--- config.mk ---
export PLATFORM = sky130hd
export DESIGN_NAME = pcs_sync_top
export DESIGN_NICKNAME = d
export VERILOG_FILES = /design/src/rtl/pcs_pkg.sv /design/src/rtl/pcs_edge_sync.sv /design/src/rtl/pcs_sync_top.sv
export SDC_FILE = /design/constraint.sdc
export NUM_CORES = 1
export LEC_CHECK = 0
export ABC_AREA = 0
export BUFFER_PORTS_ARGS = -buffer_cell sky130_fd_sc_hd__buf_2
export CAP_MARGIN = 20
export CORE_ASPECT_RATIO = 1.5
export CORE_UTILIZATION = 45
export CTS_BUF_LIST = sky130_fd_sc_hd__clkbuf_4 sky130_fd_sc_hd__clkbuf_8 sky130_fd_sc_hd__clkbuf_16
export CTS_CLUSTER_SIZE = 30
export DETAILED_ROUTE_END_ITERATION = 10
export PLACE_DENSITY = 0.66
export SYNTH_ARGS = -nofsm -noshare
export SYNTH_HDL_FRONTEND = slang
export SYNTH_SLANG_ARGS = --single-unit
--- constraint.sdc ---
create_clock -name core_clk -period 4.5 [get_ports core_clk]
set_input_delay 0.225 -clock core_clk [delete_from_list [all_inputs] [get_ports core_clk]]
set_output_delay 0.225 -clock core_clk [all_outputs]
set_load 0.03 [all_outputs]
--- src/rtl/pcs_pkg.sv ---
// shared constants, layouts and types of the position counter sync interface
package pcs_pkg;

    // byte positions inside the control and feedback images
    localparam int unsigned PCS_BYTE_VALUE     = 0;  // bytes 0..3
    localparam int unsigned PCS_BYTE_CMD       = 4;  // control byte 4 / feedback byte 4
    localparam int unsigned PCS_BYTE_LOADREQ   = 5;  // control byte 5 / feedback byte 5
    localparam int unsigned PCS_BYTE_EVENT     = 6;  // feedback byte 6
    localparam int unsigned PCS_BYTE_WIDE      = 8;  // feedback bytes 8..11

    // control byte 4 bit positions
    localparam int unsigned PCS_CMD_GATE_BIT   = 0;
    localparam int unsigned PCS_CMD_SYNC_BIT   = 1;
    localparam int unsigned PCS_CMD_CLRREQ_BIT = 2;
    localparam int unsigned PCS_CMD_ERRACK_BIT = 7;

    // control byte 5 bit positions
    localparam int unsigned PCS_REQ_IMM_BIT    = 0;
    localparam int unsigned PCS_REQ_STAGED_BIT = 1;

    // feedback byte 4 bit positions
    localparam int unsigned PCS_ERR_LOADRUN_BIT = 0;
    localparam int unsigned PCS_ERR_LOADERR_BIT = 1;
    localparam int unsigned PCS_ERR_CLRACK_BIT  = 2;
    localparam int unsigned PCS_ERR_PARAM_BIT   = 5;
    localparam int unsigned PCS_ERR_SUPPLY_BIT  = 7;

    // feedback byte 5 bit positions
    localparam int unsigned PCS_DIR_GATE_BIT   = 0;
    localparam int unsigned PCS_DIR_LEVEL_BIT  = 1;
    localparam int unsigned PCS_DIR_UP_BIT     = 6;
    localparam int unsigned PCS_DIR_DN_BIT     = 7;

    // feedback byte 6 bit positions
    localparam int unsigned PCS_EVT_SYNC_BIT   = 0;

    // reset values
    localparam logic [31:0] PCS_LOAD_RESET     = 32'h0000_0000;
    localparam logic [31:0] PCS_COUNT_RESET    = 32'h0000_0000;
    localparam logic [31:0] PCS_LATCH_RESET    = 32'h0000_0000;
    localparam logic [7:0]  PCS_BYTE_ZERO      = 8'h00;

    // function selected for the digital input
    typedef enum logic [2:0] {
        PCS_DI_INPUT     = 3'b000,
        PCS_DI_HW_GATE   = 3'b001,
        PCS_DI_LATCH     = 3'b010,
        PCS_DI_LATCH_RT  = 3'b011,
        PCS_DI_SYNC      = 3'b100,
        PCS_DI_SYNC_HWEN = 3'b101
    } pcs_di_func_t;

    // control image as written by the master
    typedef struct packed {
        logic [15:0] rsvd;        // bytes 6..7
        logic [7:0]  load_req;    // byte 5
        logic [7:0]  command;     // byte 4
        logic [31:0] value;       // bytes 0..3
    } pcs_ctl_t;

    // feedback image as read by the master
    typedef struct packed {
        logic [31:0] wide_count;  // bytes 8..11
        logic [7:0]  rsvd;        // byte 7
        logic [7:0]  event_bits;  // byte 6
        logic [7:0]  dir_bits;    // byte 5
        logic [7:0]  err_bits;    // byte 4
        logic [31:0] value;       // bytes 0..3
    } pcs_fb_t;

endpackage

--- src/rtl/pcs_edge_sync.sv ---
// two-flop synchroniser with rising edge detector for one pin
`timescale 1ns/10ps
`default_nettype none
module pcs_edge_sync (
    input  wire logic core_clk,
    input  wire logic rst,
    input  wire logic pin_in,
    output logic      level,
    output logic      rise
);
    logic meta;
    logic prev;

    // meta feeds only level; edge logic looks at level and prev
    always_ff @(posedge core_clk) begin
        if (rst) begin
            meta  <= 1'b0;
            level <= 1'b0;
            prev  <= 1'b0;
        end else begin
            meta  <= pin_in;
            level <= meta;
            prev  <= level;
        end
    end

    // rising edge from two successive synchronised samples
    assign rise = level & ~prev;
endmodule
`default_nettype wire

--- src/rtl/pcs_sync_top.sv ---
// position counter with reference-edge sync and control/feedback images
//
// Contract
// - a rising reference edge sets the count to the held load value
// - a setting chooses once-only or periodic sync and the counter obeys it
// - reference edges cause no sync unless the software gate has opened counting; latching works with it closed
// - sync enable is control byte 4 bit 1; sync only while it is set
// - once-only mode: only the first edge after enabling reloads the count
// - periodic mode: every edge while enabled reloads the count
// - successful sync sets sticky feedback byte 6 bit 0 until status reset or until sync enable drops
// - feedback byte 5 bit 1 shows the live reference input level
// - isochronous: flag means a successful sync since the previous sample instant
// - byte groups 0-3, 4-7, 8-11 move as whole units, never partly updated
// - feedback bytes 0-3 carry the count, or the stored count under latch
// - feedback byte 4 holds error and load status; reserved bits read zero
// - feedback bytes 8-11 always carry the current count
// - control bytes 0-3 are the value; byte 5 bits request direct or staged load
// - control byte 4: bit 7 error ack, bit 2 status reset, bit 0 gate
// - sticky flags clear by handshake; device shows reset active on its ack bit
// - more than one load request at once sets load error and rejects the value
`timescale 1ns/10ps
`default_nettype none
module pcs_sync_top (
    input  wire logic                  core_clk,
    input  wire logic                  rst,
    input  wire logic                  ctl_strobe,
    input  wire pcs_pkg::pcs_ctl_t     ctl_image,
    input  wire logic                  iso_mode,
    input  wire logic                  sample_instant,
    input  wire pcs_pkg::pcs_di_func_t di_function,
    input  wire logic                  sync_periodic,
    input  wire logic                  param_error,
    input  wire logic                  ref_input_pin,
    input  wire logic                  encoder_supply_short,
    input  wire logic                  count_up_pulse,
    input  wire logic                  count_dn_pulse,
    output pcs_pkg::pcs_fb_t           fb_image,
    output logic                       fb_update
);
    import pcs_pkg::*;

    // held control image, taken whole on each strobe
    pcs_ctl_t    ctl_hold;

    // counter state
    logic [31:0] count_value;
    logic [31:0] load_value;
    logic [31:0] latch_value;
    logic        gate_open;
    logic        gate_ctl_prev;
    logic        dir_up;
    logic        dir_dn;

    // sync state
    logic        sync_once_done;
    logic        sync_done_flag;
    logic        iso_sync_seen;

    // handshake and error state
    logic        flag_clear_ack;
    logic        load_error;
    logic        supply_error;
    logic        load_running;
    logic        imm_prev;
    logic        staged_prev;

    // synchronised pins
    logic        ref_input_level;
    logic        ref_rise;
    logic        supply_level;

    wire         soft_gate_ctl   = ctl_hold.command[PCS_CMD_GATE_BIT];
    wire         sync_enable     = ctl_hold.command[PCS_CMD_SYNC_BIT];
    wire         flag_clear_req  = ctl_hold.command[PCS_CMD_CLRREQ_BIT];
    wire         error_ack       = ctl_hold.command[PCS_CMD_ERRACK_BIT];
    wire         immediate_load_req = ctl_hold.load_req[PCS_REQ_IMM_BIT];
    wire         staged_load_req = ctl_hold.load_req[PCS_REQ_STAGED_BIT];

    // request edges, so a held request bit acts only once
    wire         imm_rise        = immediate_load_req & ~imm_prev;
    wire         staged_rise     = staged_load_req & ~staged_prev;
    wire         any_req_rise    = imm_rise | staged_rise;

    wire         req_conflict    = any_req_rise & immediate_load_req & staged_load_req;
    wire         do_imm_load     = imm_rise & ~req_conflict;
    wire         do_staged_load  = staged_rise & ~req_conflict;

    // input function decides whether sync applies at all
    wire         di_is_sync      = (di_function == PCS_DI_SYNC);
    wire         di_is_latch     = (di_function == PCS_DI_LATCH) |
                                   (di_function == PCS_DI_LATCH_RT);
    wire         di_is_retrig    = (di_function == PCS_DI_LATCH_RT);

    // sync armed only with gate open and enable set
    wire         sync_armed      = di_is_sync & sync_enable & gate_open;
    // once-only blocks after the first edge, periodic never blocks
    wire         sync_allowed    = sync_periodic | ~sync_once_done;
    wire         sync_event      = ref_rise & sync_armed & sync_allowed;

    // latch event; the input stays active even with the gate closed
    wire         latch_event     = ref_rise & di_is_latch;
    wire         retrig_event    = latch_event & di_is_retrig & gate_open;

    // counting step, a pulse in both directions cancels out
    wire         step_up         = gate_open & count_up_pulse & ~count_dn_pulse;
    wire         step_dn         = gate_open & count_dn_pulse & ~count_up_pulse;

    // feedback snapshot: every cycle, or only at the sample instant
    wire         fb_take         = ~iso_mode | sample_instant;

    // reference pin passes the synchroniser before use
    pcs_edge_sync u_ref_sync (
        .core_clk (core_clk),
        .rst      (rst),
        .pin_in   (ref_input_pin),
        .level    (ref_input_level),
        .rise     (ref_rise)
    );

    // supply fault pin, level only
    pcs_edge_sync u_supply_sync (
        .core_clk (core_clk),
        .rst      (rst),
        .pin_in   (encoder_supply_short),
        .level    (supply_level),
        .rise     ()
    );

    // step helper; the count rolls over at the 32-bit limits
    function automatic logic [31:0] pcs_step(input logic [31:0] cur,
                                             input logic        up,
                                             input logic        dn);
        logic [31:0] res;
        res = cur;
        if (up) begin
            res = cur + 32'h0000_0001;
        end else if (dn) begin
            res = cur - 32'h0000_0001;
        end
        return res;
    endfunction

    // control image taken as a whole, never byte by byte
    always_ff @(posedge core_clk) begin
        if (rst) begin
            ctl_hold <= '0;
        end else if (ctl_strobe) begin
            ctl_hold <= ctl_image;
        end
    end

    // edge memories of the control bits
    always_ff @(posedge core_clk) begin
        if (rst) begin
            gate_ctl_prev <= 1'b0;
            imm_prev      <= 1'b0;
            staged_prev   <= 1'b0;
        end else begin
            gate_ctl_prev <= soft_gate_ctl;
            imm_prev      <= immediate_load_req;
            staged_prev   <= staged_load_req;
        end
    end

    // software gate: opens only on a rising control bit, closes on a low bit
    always_ff @(posedge core_clk) begin
        if (rst) begin
            gate_open <= 1'b0;
        end else if (!soft_gate_ctl) begin
            gate_open <= 1'b0;
        end else if (!gate_ctl_prev) begin
            gate_open <= 1'b1;
        end
    end

    // staged load stores the value for later sync or load use
    always_ff @(posedge core_clk) begin
        if (rst) begin
            load_value <= PCS_LOAD_RESET;
        end else if (do_staged_load) begin
            load_value <= ctl_hold.value;
        end
    end

    // counter: direct load beats sync, sync beats counting
    always_ff @(posedge core_clk) begin
        if (rst) begin
            count_value <= PCS_COUNT_RESET;
        end else if (do_imm_load) begin
            count_value <= ctl_hold.value;
        end else if (sync_event || retrig_event) begin
            count_value <= load_value;
        end else begin
            count_value <= pcs_step(count_value, step_up, step_dn);
        end
    end

    // latch keeps the exact count at the edge; direct loads leave it alone
    always_ff @(posedge core_clk) begin
        if (rst) begin
            latch_value <= PCS_LATCH_RESET;
        end else if (latch_event) begin
            latch_value <= count_value;
        end
    end

    // direction status follows the last counted step
    always_ff @(posedge core_clk) begin
        if (rst) begin
            dir_up <= 1'b0;
            dir_dn <= 1'b0;
        end else if (step_up) begin
            dir_up <= 1'b1;
            dir_dn <= 1'b0;
        end else if (step_dn) begin
            dir_up <= 1'b0;
            dir_dn <= 1'b1;
        end
    end

    // once marker cleared when enable drops, so re-enabling rearms
    always_ff @(posedge core_clk) begin
        if (rst) begin
            sync_once_done <= 1'b0;
        end else if (!sync_enable) begin
            sync_once_done <= 1'b0;
        end else if (sync_event) begin
            sync_once_done <= 1'b1;
        end
    end

    // sticky sync flag; a new sync wins over a clear in the same cycle
    always_ff @(posedge core_clk) begin
        if (rst) begin
            sync_done_flag <= 1'b0;
        end else if (sync_event) begin
            sync_done_flag <= 1'b1;
        end else if (flag_clear_req || !sync_enable) begin
            // cleared by handshake or enable drop
            sync_done_flag <= 1'b0;
        end
    end

    // acknowledge follows the request, showing reset active
    always_ff @(posedge core_clk) begin
        if (rst) begin
            flag_clear_ack <= 1'b0;
        end else begin
            flag_clear_ack <= flag_clear_req;
        end
    end

    // sync seen since the last sample instant, restarted at each instant
    always_ff @(posedge core_clk) begin
        if (rst) begin
            iso_sync_seen <= 1'b0;
        end else if (sample_instant) begin
            iso_sync_seen <= 1'b0;
        end else if (sync_event) begin
            iso_sync_seen <= 1'b1;
        end
    end

    // load error; new conflict wins over an acknowledge
    always_ff @(posedge core_clk) begin
        if (rst) begin
            load_error <= 1'b0;
        end else if (req_conflict) begin
            load_error <= 1'b1;
        end else if (error_ack) begin
            load_error <= 1'b0;
        end
    end

    // supply error holds until acknowledged with the short removed
    always_ff @(posedge core_clk) begin
        if (rst) begin
            supply_error <= 1'b0;
        end else if (supply_level) begin
            supply_error <= 1'b1;
        end else if (error_ack) begin
            supply_error <= 1'b0;
        end
    end

    // load running while an accepted request bit is still held
    always_ff @(posedge core_clk) begin
        if (rst) begin
            load_running <= 1'b0;
        end else if (do_imm_load || do_staged_load) begin
            load_running <= 1'b1;
        end else if (!immediate_load_req && !staged_load_req) begin
            load_running <= 1'b0;
        end
    end

    // feedback assembly; reserved bits are tied low
    pcs_fb_t     next_fb_image;
    logic        iso_sync_bit;

    // in isochronous mode report only edges of the closing window
    assign iso_sync_bit = iso_sync_seen | sync_event;

    always_comb begin
        next_fb_image = '0;
        // stored count under latch, running count otherwise
        next_fb_image.value = di_is_latch ? latch_value : count_value;
        next_fb_image.err_bits[PCS_ERR_SUPPLY_BIT]  = supply_error;
        next_fb_image.err_bits[PCS_ERR_PARAM_BIT]   = param_error;
        next_fb_image.err_bits[PCS_ERR_CLRACK_BIT]  = flag_clear_ack;
        next_fb_image.err_bits[PCS_ERR_LOADERR_BIT] = load_error;
        next_fb_image.err_bits[PCS_ERR_LOADRUN_BIT] = load_running;
        // direction and gate byte
        next_fb_image.dir_bits[PCS_DIR_DN_BIT]    = dir_dn;
        next_fb_image.dir_bits[PCS_DIR_UP_BIT]    = dir_up;
        next_fb_image.dir_bits[PCS_DIR_LEVEL_BIT] = ref_input_level;
        next_fb_image.dir_bits[PCS_DIR_GATE_BIT]  = gate_open;
        next_fb_image.event_bits[PCS_EVT_SYNC_BIT] = iso_mode ? iso_sync_bit : sync_done_flag;
        next_fb_image.rsvd = PCS_BYTE_ZERO;
        // wide bytes always carry the current count
        next_fb_image.wide_count = count_value;
    end

    // whole feedback image replaced in one edge
    always_ff @(posedge core_clk) begin
        if (rst) begin
            fb_image  <= '0;
            fb_update <= 1'b0;
        end else begin
            fb_update <= fb_take;
            if (fb_take) begin
                fb_image <= next_fb_image;
            end
        end
    end

endmodule
`default_nettype wire

==> flow_results.org, run 1 <==
** Logic synthesis
- Of the total synthesized cell area, the portion taken by full adders, half adders and majority gates is 0.04103.
- Synth Area in XOR/XNOR :: 0.02241
- The share of the Yosys chip area taken by registers is 0.4307.
- In the synthesized netlist the dominant register cell turns out to be sky130_fd_sc_hd__dfxtp_1.
- Of the total synthesized cell area, the portion taken by AND, OR, NAND and NOR gates is 0.1882.
- After synthesis, the share of flip-flops with an asynchronous set or reset is 0.
- The mapped netlist covers 10,550 sq um.
- For this run, the number of Yosys warnings is 0.
- After synthesis, the largest family of logic cells by area is compound AO/OA/AOI/OAI gates.
- Counting distinct cell types in the post-synthesis netlist gives 67.
- Cell count after synthesis :: 1,279
- Counting flops and latches in the post-synthesis netlist gives 227.
- Counting flops with a built-in enable in the synthesized netlist gives 0.
- After synthesis, the mean cell area works out to 8.249 sq um.
- Proportion of synthesized area in mux cells :: 0.06641
- Synth Area in Compound Gates :: 0.1943

** Cells and area
- Multi-input gate area :: 5518 sq um
- Top library cells by usage in the layout, fill and taps aside :: sky130_fd_sc_hd__nand2_1, sky130_fd_sc_hd__dfxtp_1, sky130_fd_sc_hd__a21oi_1, sky130_fd_sc_hd__buf_2, sky130_fd_sc_hd__nor2_1
- Ant. Diodes :: 0
- At the end of the flow the core is filled with cells to 0.5436.
- Register Area :: 4544 sq um
- In the final layout, the share of cells above drive strength 1 is 0.1512.
- Most common cell after layout, fill and taps aside :: sky130_fd_sc_hd__nand2_1
- Finished Cell Area :: 12,490 sq um
- After filler insertion, the fill cell instance count of the layout stands at 2,249.
- Synthesis-to-layout area growth :: 18.36%
- At the end of the flow, the number of nets in the layout was 1,518.

** Clocking
- Number of clock sinks :: 227
- CTS tree :: yes
- Setup Buffers After CTS :: 0
- Cells resized by post-CTS repair :: 0
- CTS HTree Levels :: 1
- No sink is reached through more buffers than the 3 on the longest clock path.
- Counting the buffers created by CTS gives 22.
- Buffers inserted to repair hold after CTS numbered 43.
- Root buffer selected by CTS :: sky130_fd_sc_hd__clkbuf_16
- Clock-pin slew was measured on the worst setup and hold paths at 60 ps.
- For the worst-skew pair, the clock arrives at the later sink with an insertion delay of 510 ps.

** Detailed routing
- The detailed router finished its first iteration with 621 violations.
- Detailed-routing iteration count for the pre-antenna-repair pass :: 5
- Detail-routed via count per cell :: 5.298
- The detail route stage leaves a number of antenna-violating nets equal to 0.
- The detailed router placed 9,018 vias in this run.
- Final routed wirelength across all metal layers :: 25,330 um
- Post-detailed-route DRC marker count :: 0
- In the final routed layout, each cell accounts on average for 14.88 um.

** Power
- Largest vdd supply drop :: 0.2390 mV
- Internal power comes to 3814 uW.
- Leakage Power :: 0.005182 uW
- Of the total power, the clock network draws 0.377.
- Switching portion of total power :: 0.2903
- Portion of total power attributed to sequential cells :: 0.409
- Summed over all nets, the switching power comes to 1560 uW.
- In this run the power density over the cells is 430.3 nW/um^2.
- Combinational cell fraction of total power :: 0.214

** Timing
- Post-route clock skew :: 9.767 ps
- Slew of the pin with the lowest slew margin :: 772.1 ps
- The final number of max-transition violations was 0.
- Count of final hold-check violations :: 0
- Final worst-path cycle share :: 0.7846
- Setup violations remaining at the end of the flow were counted as 0.
- In the post-route analysis, the smallest setup slack over all paths is 969.2 ps.
- Measured against its own limit, the worst slew margin works out to 0.4853.
- After layout, the minimum clock period comes to 3531 ps.
- Final hold analysis gives a worst-case slack of 36.11 ps.
- RSZ-0062 raised after global routing :: no
- Derived from the worst setup path, the maximum achievable clock frequency is 283.2 MHz.
- Summed over all failing endpoints, the final setup total negative slack is 0 ps.

** Floorplan
- The die is 127.0 um wide.
- The region available for standard cell placement spans 22,970 sq um.
- For this configuration, the core starts out at a cell density of 0.4593.
- After floorplanning, the core was divided into 68 placement rows.
- Area enclosed by the die boundary :: 24,070 sq um
- Number of top-level design ports :: 175
- Die height :: 189.5 um

** Placed design
- Weighted congestion at the end of routability-driven global placement :: 0.8373
- Final HPWL DP :: 17,150 um
- # port buffers :: 126
- Once placement finished, the instance area stood at 11,250 sq um.
- Before CTS, the worst setup slack after placement is 904.7 ps.

** Run
- Count of max-cap constraint violations :: 0

** Setup path
- STA classifies the critical path startpoint as a register.
- STA puts the critical path data arrival time at 3940 ps.
- Largest fanout on the critical path :: 20
- The critical path in this run is classified as reg2reg.
- STA classifies the critical path endpoint as a register.
- Data on the critical path is required at its endpoint by 4910 ps.

** Global routing
- Initial antenna violation count :: 0
- For this run the aggregate overflow at the end of global routing stands at 0.
- Wire length of the first global-routing pass :: 42,060 um
- Entering global routing, the biggest net connects 92 pins.
- The number of global-route vias before repair is 8,315.
- Across every metal layer, demand over resource in global routing totals 0.2118.

** Status
- Run status :: finished clean

** Worst hold path
- The worst hold path belongs to the class in2reg.
-- critical path, cell delays in order (launching register included) --
cell and delay, ps:
sky130_fd_sc_hd__dfxtp_1 330, sky130_fd_sc_hd__nand2_1 70, sky130_fd_sc_hd__nor2_1 200, sky130_fd_sc_hd__inv_1 400, sky130_fd_sc_hd__ha_1 530, sky130_fd_sc_hd__a21oi_1 180, sky130_fd_sc_hd__o211ai_2 150, sky130_fd_sc_hd__a31oi_2 280
sky130_fd_sc_hd__o21ai_2 120, sky130_fd_sc_hd__o211a_1 260, sky130_fd_sc_hd__nor2_1 230, sky130_fd_sc_hd__xnor2_1 160, sky130_fd_sc_hd__o22ai_1 100, sky130_fd_sc_hd__a2111oi_2 380
-- registers in the layout, indices dropped and copies added, names as in the netlist, 32 cells and up --
signal and cells:
fb_image 74, count_value 32, latch_value 32, load_value 32, ctl_hold 38
-- kinds of logic after synthesis --
kind of cell             Yosys count
AND/OR/NAND/NOR                  478
AO/OA/AOI/OAI                    324
flip-flops                       227
buffers and inverters            118
multiplexers                      70
adder cells (fa/ha/maj)           34
XOR/XNOR                          27
other                              1
-- Yosys cell counts, drive strengths merged (11+ instances only) --
cell type	number	area (sq um)
dfxtp	227	4544
nand3	11	60.06
clkbuf	59	265.3
nor2	122	468.0
nand2	283	1070
inv	12	45.04
xnor2	21	183.9
mux2i	70	700.7
ha	33	412.9
a211oi	40	305.3
a21oi	160	812.0
a21o	15	116.4
o21ai	33	172.7
nor2b	15	93.84
o211ai	24	190.2
nor3	12	65.06
buf	47	286.5
-- per-stage QoR --
stage	std cells	total power, uW
floorplan	1300	3094
global placement	1618	3340
detailed placement	1619	3353
CTS	1702	5416
global route	1702	5631
finish	1702	5374
-- worst paths after layout --
check / from / slack (ps) / depth (start not counted) / endpoint
worst max-delay path: gate_open$_SDFFE_PP0N_ / 970 / 13 / count_value[27]$_SDFFE_PP0P_
worst min-delay path: iso_mode / 40 / 3 / fb_image[48]$_SDFFE_PP0P_
worst max register to register: gate_open$_SDFFE_PP0N_ / 970 / 13 / count_value[27]$_SDFFE_PP0P_
worst min register to register: gate_ctl_prev$_SDFF_PP0_ / 420 / 1 / gate_open$_SDFFE_PP0N_
-- final cells by class --
class | count | area share
clock inverter | 11 | 0.01343
inverter | 12 | 0.003607
tap | 280 | 0.02806
multi-input combinational | 955 | 0.4419
sequential | 227 | 0.3639
clock buffer | 29 | 0.05120
timing repair buffer | 188 | 0.09790
-- power groups by stage --
stage                     Clock, uW  Sequential (uW)  Combinational, uW
after floorplan                   0             2280                814
after global placement            0             2240               1100
after detailed placement          0             2240               1110
after CTS                      2070             2200               1150
after global routing           2160             2210               1260
final                          2030             2200               1150
-- routing by layer --
layer | wire (um) | up-vias | global-route usage | share of wire
met5 | 0 | - | 0 | 0
met4 | 421 | 0 | 0.05357 | 0.017
met3 | 1098 | 32 | 0.02053 | 0.043
met2 | 12080 | 210 | 0.3616 | 0.48
met1 | 11730 | 4166 | 0.2861 | 0.46
li1 | - | 4610 | - | -
Note: power is estimated with default switching activity, not from simulation.
==> run 2, diff against run 1 <==
Settings changed: PLACE_DENSITY 0.66 to 0.69.
Clock period 4.5 ns to 2.9 ns, I/O delays scaled along.
==> flow_results.org, run 2 (synthesis gave the netlist of run 1 again) <==
** Cells and area
- The sequential cell area in the final layout came to 4546 sq um (was 4544 sq um).
- The final instance area came to 13,500 sq um (was 12,490 sq um).
- The area growth from synthesis to layout was 27.96% (was 18.36%).
- The filler cell count was 2,057 (was 2,249).
- Largest register FFs :: 74 (unchanged)
- Layout Nets :: 1,600 (was 1,518)
- Share of cells above drive strength 1 :: 0.2275 (was 0.1512)
- The antenna diode instance count was 0 (unchanged).
- Most common cell after layout, fill and taps aside :: sky130_fd_sc_hd__nand2_1 (unchanged)
- Final std cells w/o fill :: 1,783 (was 1,702)
- Leading registers by flop count: fb_image (74), ctl_hold (38) (unchanged).
- Register containing the most flip-flops in the final layout :: fb_image (unchanged)
- Top library cells by usage in the layout, fill and taps aside :: sky130_fd_sc_hd__nand2_1, sky130_fd_sc_hd__dfxtp_1, sky130_fd_sc_hd__a21oi_1, sky130_fd_sc_hd__buf_2, sky130_fd_sc_hd__nor2_1 (unchanged)
- Multi-input gate area :: 5863 sq um (was 5518 sq um)

** Detailed routing
- The final routed wire length divided by cell count is 15.17 um (was 14.88 um).
- The number of nets with antenna violations after detailed routing is 0 (unchanged).
- The final routed DRC violation total came to 0 (unchanged).
- The first-iteration detailed-routing DRC count is 546 (was 621).
- The average vias per placed instance is 5.295 (was 5.298).
- The final wirelength is 27,040 um (was 25,330 um).
- The first-pass iteration count of the detailed router is 5 (unchanged).
- The count of vias placed by the detailed router was 9,441 (was 9,018).

** Setup path
- The buffering stage count on the worst path with inverters included was 3 (was 1).
- The critical path depth in cells was 15 (was 13).
- The endpoint of the most critical register-to-register path is count_value[21]$_SDFFE_PP0P_ (was count_value[27]$_SDFFE_PP0P_).
- The reg-to-reg startpoint is gate_open$_SDFFE_PP0N_ (unchanged).
- Worst Setup End Kind :: register (unchanged)
- The critical path class is reg2reg (unchanged).
- Largest delay contributor family on the critical path :: compound AO/OA/AOI/OAI gates (unchanged)
- Worst reg-to-reg path cell count :: 15 (was 13)
- The cell type of the slowest stage on the worst timing path was sky130_fd_sc_hd__dfxtp_2 (was sky130_fd_sc_hd__ha_1).
- The data arrival time of the worst path is 3280 ps (was 3940 ps).
- Biggest cell delay along the critical path :: 350 ps (was 530 ps)
- Worst Setup SP :: gate_open$_SDFFE_PP0N_ (unchanged)
- Chain of cells forming the critical path :: nand2_4, nor2_4, inv_4, buf_12, ha_1, a21oi_2, o211ai_2, a31oi_2, o21ai_2, buf_4, o21ai_0, nand2_1, xnor2_2, o22ai_2, a2111oi_4 (was nand2_1, nor2_1, inv_1, ha_1, a21oi_1, o211ai_2, a31oi_2, o21ai_2, o211a_1, nor2_1, xnor2_1, o22ai_1, a2111oi_2)
- The required time reported for the critical path endpoint is 3310 ps (was 4910 ps).
- Type of element launching the critical path :: register (unchanged)
- The end point of the critical path was count_value[21]$_SDFFE_PP0P_ (was count_value[27]$_SDFFE_PP0P_).
- Largest fanout on the critical path :: 8 (was 20)
- Register-to-register setup slack :: 30 ps (was 970 ps)

** Clocking
- Number of clock sinks :: 227 (unchanged)
- The number of buffers on the longest clock path is 3 (unchanged).
- CTS tree :: yes (unchanged)
- Clock input transition at the sequential cells of the worst setup and hold paths :: 70 ps (was 60 ps)
- The CTS buffer count was 22 (unchanged).
- Clock latency on the worst-skew pair :: 510 ps (about the same)
- The master cell of the clock root buffer is sky130_fd_sc_hd__clkbuf_16 (unchanged).
- CTS HTree Levels :: 1 (unchanged)

** Timing
- The count of final setup violators is 0 (unchanged).
- The final period demand of the worst path is 2870 ps (was 3531 ps).
- Slew of the pin with the lowest slew margin :: 590.1 ps (was 772.1 ps)
- The final-report hold violation count is 0 (unchanged).
- Highest attainable clock frequency :: 348.4 MHz (was 283.2 MHz)
- The final number of max-transition violations was 0 (unchanged).
- The final critical-path share of the clock period is 0.9897 (was 0.7846).
- RSZ-0062 raised after global routing :: yes (was no)
- Setup TNS :: 0 ps (unchanged)
- Slew HR :: 0.6058 (was 0.4853)
- Post-route clock skew :: 10.18 ps (was 9.767 ps)

** Run
- The max-capacitance violation count was 0 (unchanged).

** Placed design
- Weighted congestion at the end of routability-driven global placement :: 0.8825 (was 0.8373)
- Final HPWL DP :: 18,040 um (was 17,150 um)
- The placement-stage cell area was 11,790 sq um (was 11,250 sq um).
- The count of input and output buffers came to 126 (unchanged).
- The number of cells after detailed placement came to 1,688 (was 1,619).

** Global routing
- Total global routing track utilization :: 0.2172 (was 0.2118)
- Via count of the first global-routing pass :: 8,618 (was 8,315)
- Remaining global-route overflow :: 0 (unchanged)
- Initial antenna violation count :: 0 (unchanged)
- The pin count of the biggest net entering global routing was 104 (was 92).
- Wire length of the first global-routing pass :: 43,360 um (was 42,060 um)

** Floorplan
- Initial cell density of the core :: 0.4593 (unchanged)
- Area enclosed by the die boundary :: 24,070 sq um (unchanged)
- Number of rows created at floorplan :: 68 (unchanged)
- Die height :: 189.5 um (unchanged)
- Core box area :: 22,970 sq um (unchanged)
- The x dimension of the die is 127.0 um (unchanged).
- Number of top-level design ports :: 175 (unchanged)

** Status
- Run status :: finished clean (unchanged)

** Power
- Leakage Power :: 0.005662 uW (was 0.005182 uW)
- Cell area power density :: 641.7 nW/um^2 (was 430.3 nW/um^2)
- Largest vdd supply drop :: 0.4438 mV (was 0.2390 mV)

** Worst hold path
- The type of the most critical hold path was in2reg (unchanged).
## run 2: cell count changes in the layout (fill, tap and decap cells not counted), moves of 6 or more
cell,previous run,this run
sky130_fd_sc_hd__buf_4,18,91
sky130_fd_sc_hd__ha_1,33,14
sky130_fd_sc_hd__ha_4,0,16
sky130_fd_sc_hd__a21oi_1,157,149
sky130_fd_sc_hd__a21oi_2,3,11
sky130_fd_sc_hd__o21ai_0,31,23
sky130_fd_sc_hd__o21ai_1,0,6
## run 2: how the worst min path moves through the flow
stage / endpoint / depth (start not counted) / from / slack, ps
after floorplan: iso_sync_seen$_SDFFE_PP0P_ / 1 / sample_instant / 220
after global placement: u_ref_sync.meta$_SDFF_PP0_ / 2 / ref_input_pin / 350
after detailed placement: u_supply_sync.meta$_SDFF_PP0_ / 2 / encoder_supply_short / 360
after CTS: sync_once_done$_SDFFE_PP0P_ / 4 / di_function[0] / 9
after global routing: sync_once_done$_SDFFE_PP0P_ / 4 / di_function[0] / 30
final: sync_once_done$_SDFFE_PP0P_ / 4 / di_function[0] / 30
## run 2: layout make-up
type	count	area share
multi-input cells	955	0.4343
well taps	280	0.02595
repair buffers	270	0.1424
clock inverters	6	0.006209
clock buffers	33	0.05097
flip-flops and latches	227	0.3367
inverters	12	0.003522
## run 2: timing repair
item / 4_1_cts / 5_1_grt
resized for setup: 16 / 57
pin swaps: 5 / 26
gates cloned: 1 / 1
buffers inserted: 1 / 8
hold buffers: 45 / 0
hold endpoints to repair: 45 / 0
endpoints found under the setup margin: 13 / 21
## run 2: worst reg2reg max path, stage by stage (launching register included)
cell                        delay, ps
sky130_fd_sc_hd__dfxtp_2          350
sky130_fd_sc_hd__nand2_4           60
sky130_fd_sc_hd__nor2_4           130
sky130_fd_sc_hd__inv_4             80
sky130_fd_sc_hd__buf_12           160
sky130_fd_sc_hd__ha_1             300
sky130_fd_sc_hd__a21oi_2          180
sky130_fd_sc_hd__o211ai_2         110
sky130_fd_sc_hd__a31oi_2          210
sky130_fd_sc_hd__o21ai_2          120
sky130_fd_sc_hd__buf_4            150
sky130_fd_sc_hd__o21ai_0          140
sky130_fd_sc_hd__nand2_1          130
sky130_fd_sc_hd__xnor2_2          240
sky130_fd_sc_hd__o22ai_2          110
sky130_fd_sc_hd__a2111oi_4        310
## run 2: layer usage
layer | vias up | wire, um | GRT usage
met5 | - | 0 | 0
met4 | 0 | 624 | 0.05998
met3 | 39 | 1218 | 0.02250
met2 | 211 | 13030 | 0.3669
met1 | 4404 | 12180 | 0.2939
li1 | 4787 | - | -
## run 2: per-stage QoR
step	hold slack, ps	utilization	total power (uW)	setup slack, ps
3_3_place_gp	351.0	0.5133	5421	-119.5
3_5_place_dp	358.0	0.5133	5431	-157.4
4_1_cts	9.022	0.5703	8530	-24.62
5_1_grt	30.88	0.5877	9055	-70.28
6_report	27.24	0.5877	8663	29.77
2_1_floorplan	224.3	-	4801	-391.4
## run 2: power by group
part	switching, uW	internal, uW	leakage, uW
Sequential	142	3270	0.00185
Clock	1190	1820	0.000389
Combinational	1200	1040	0.00342
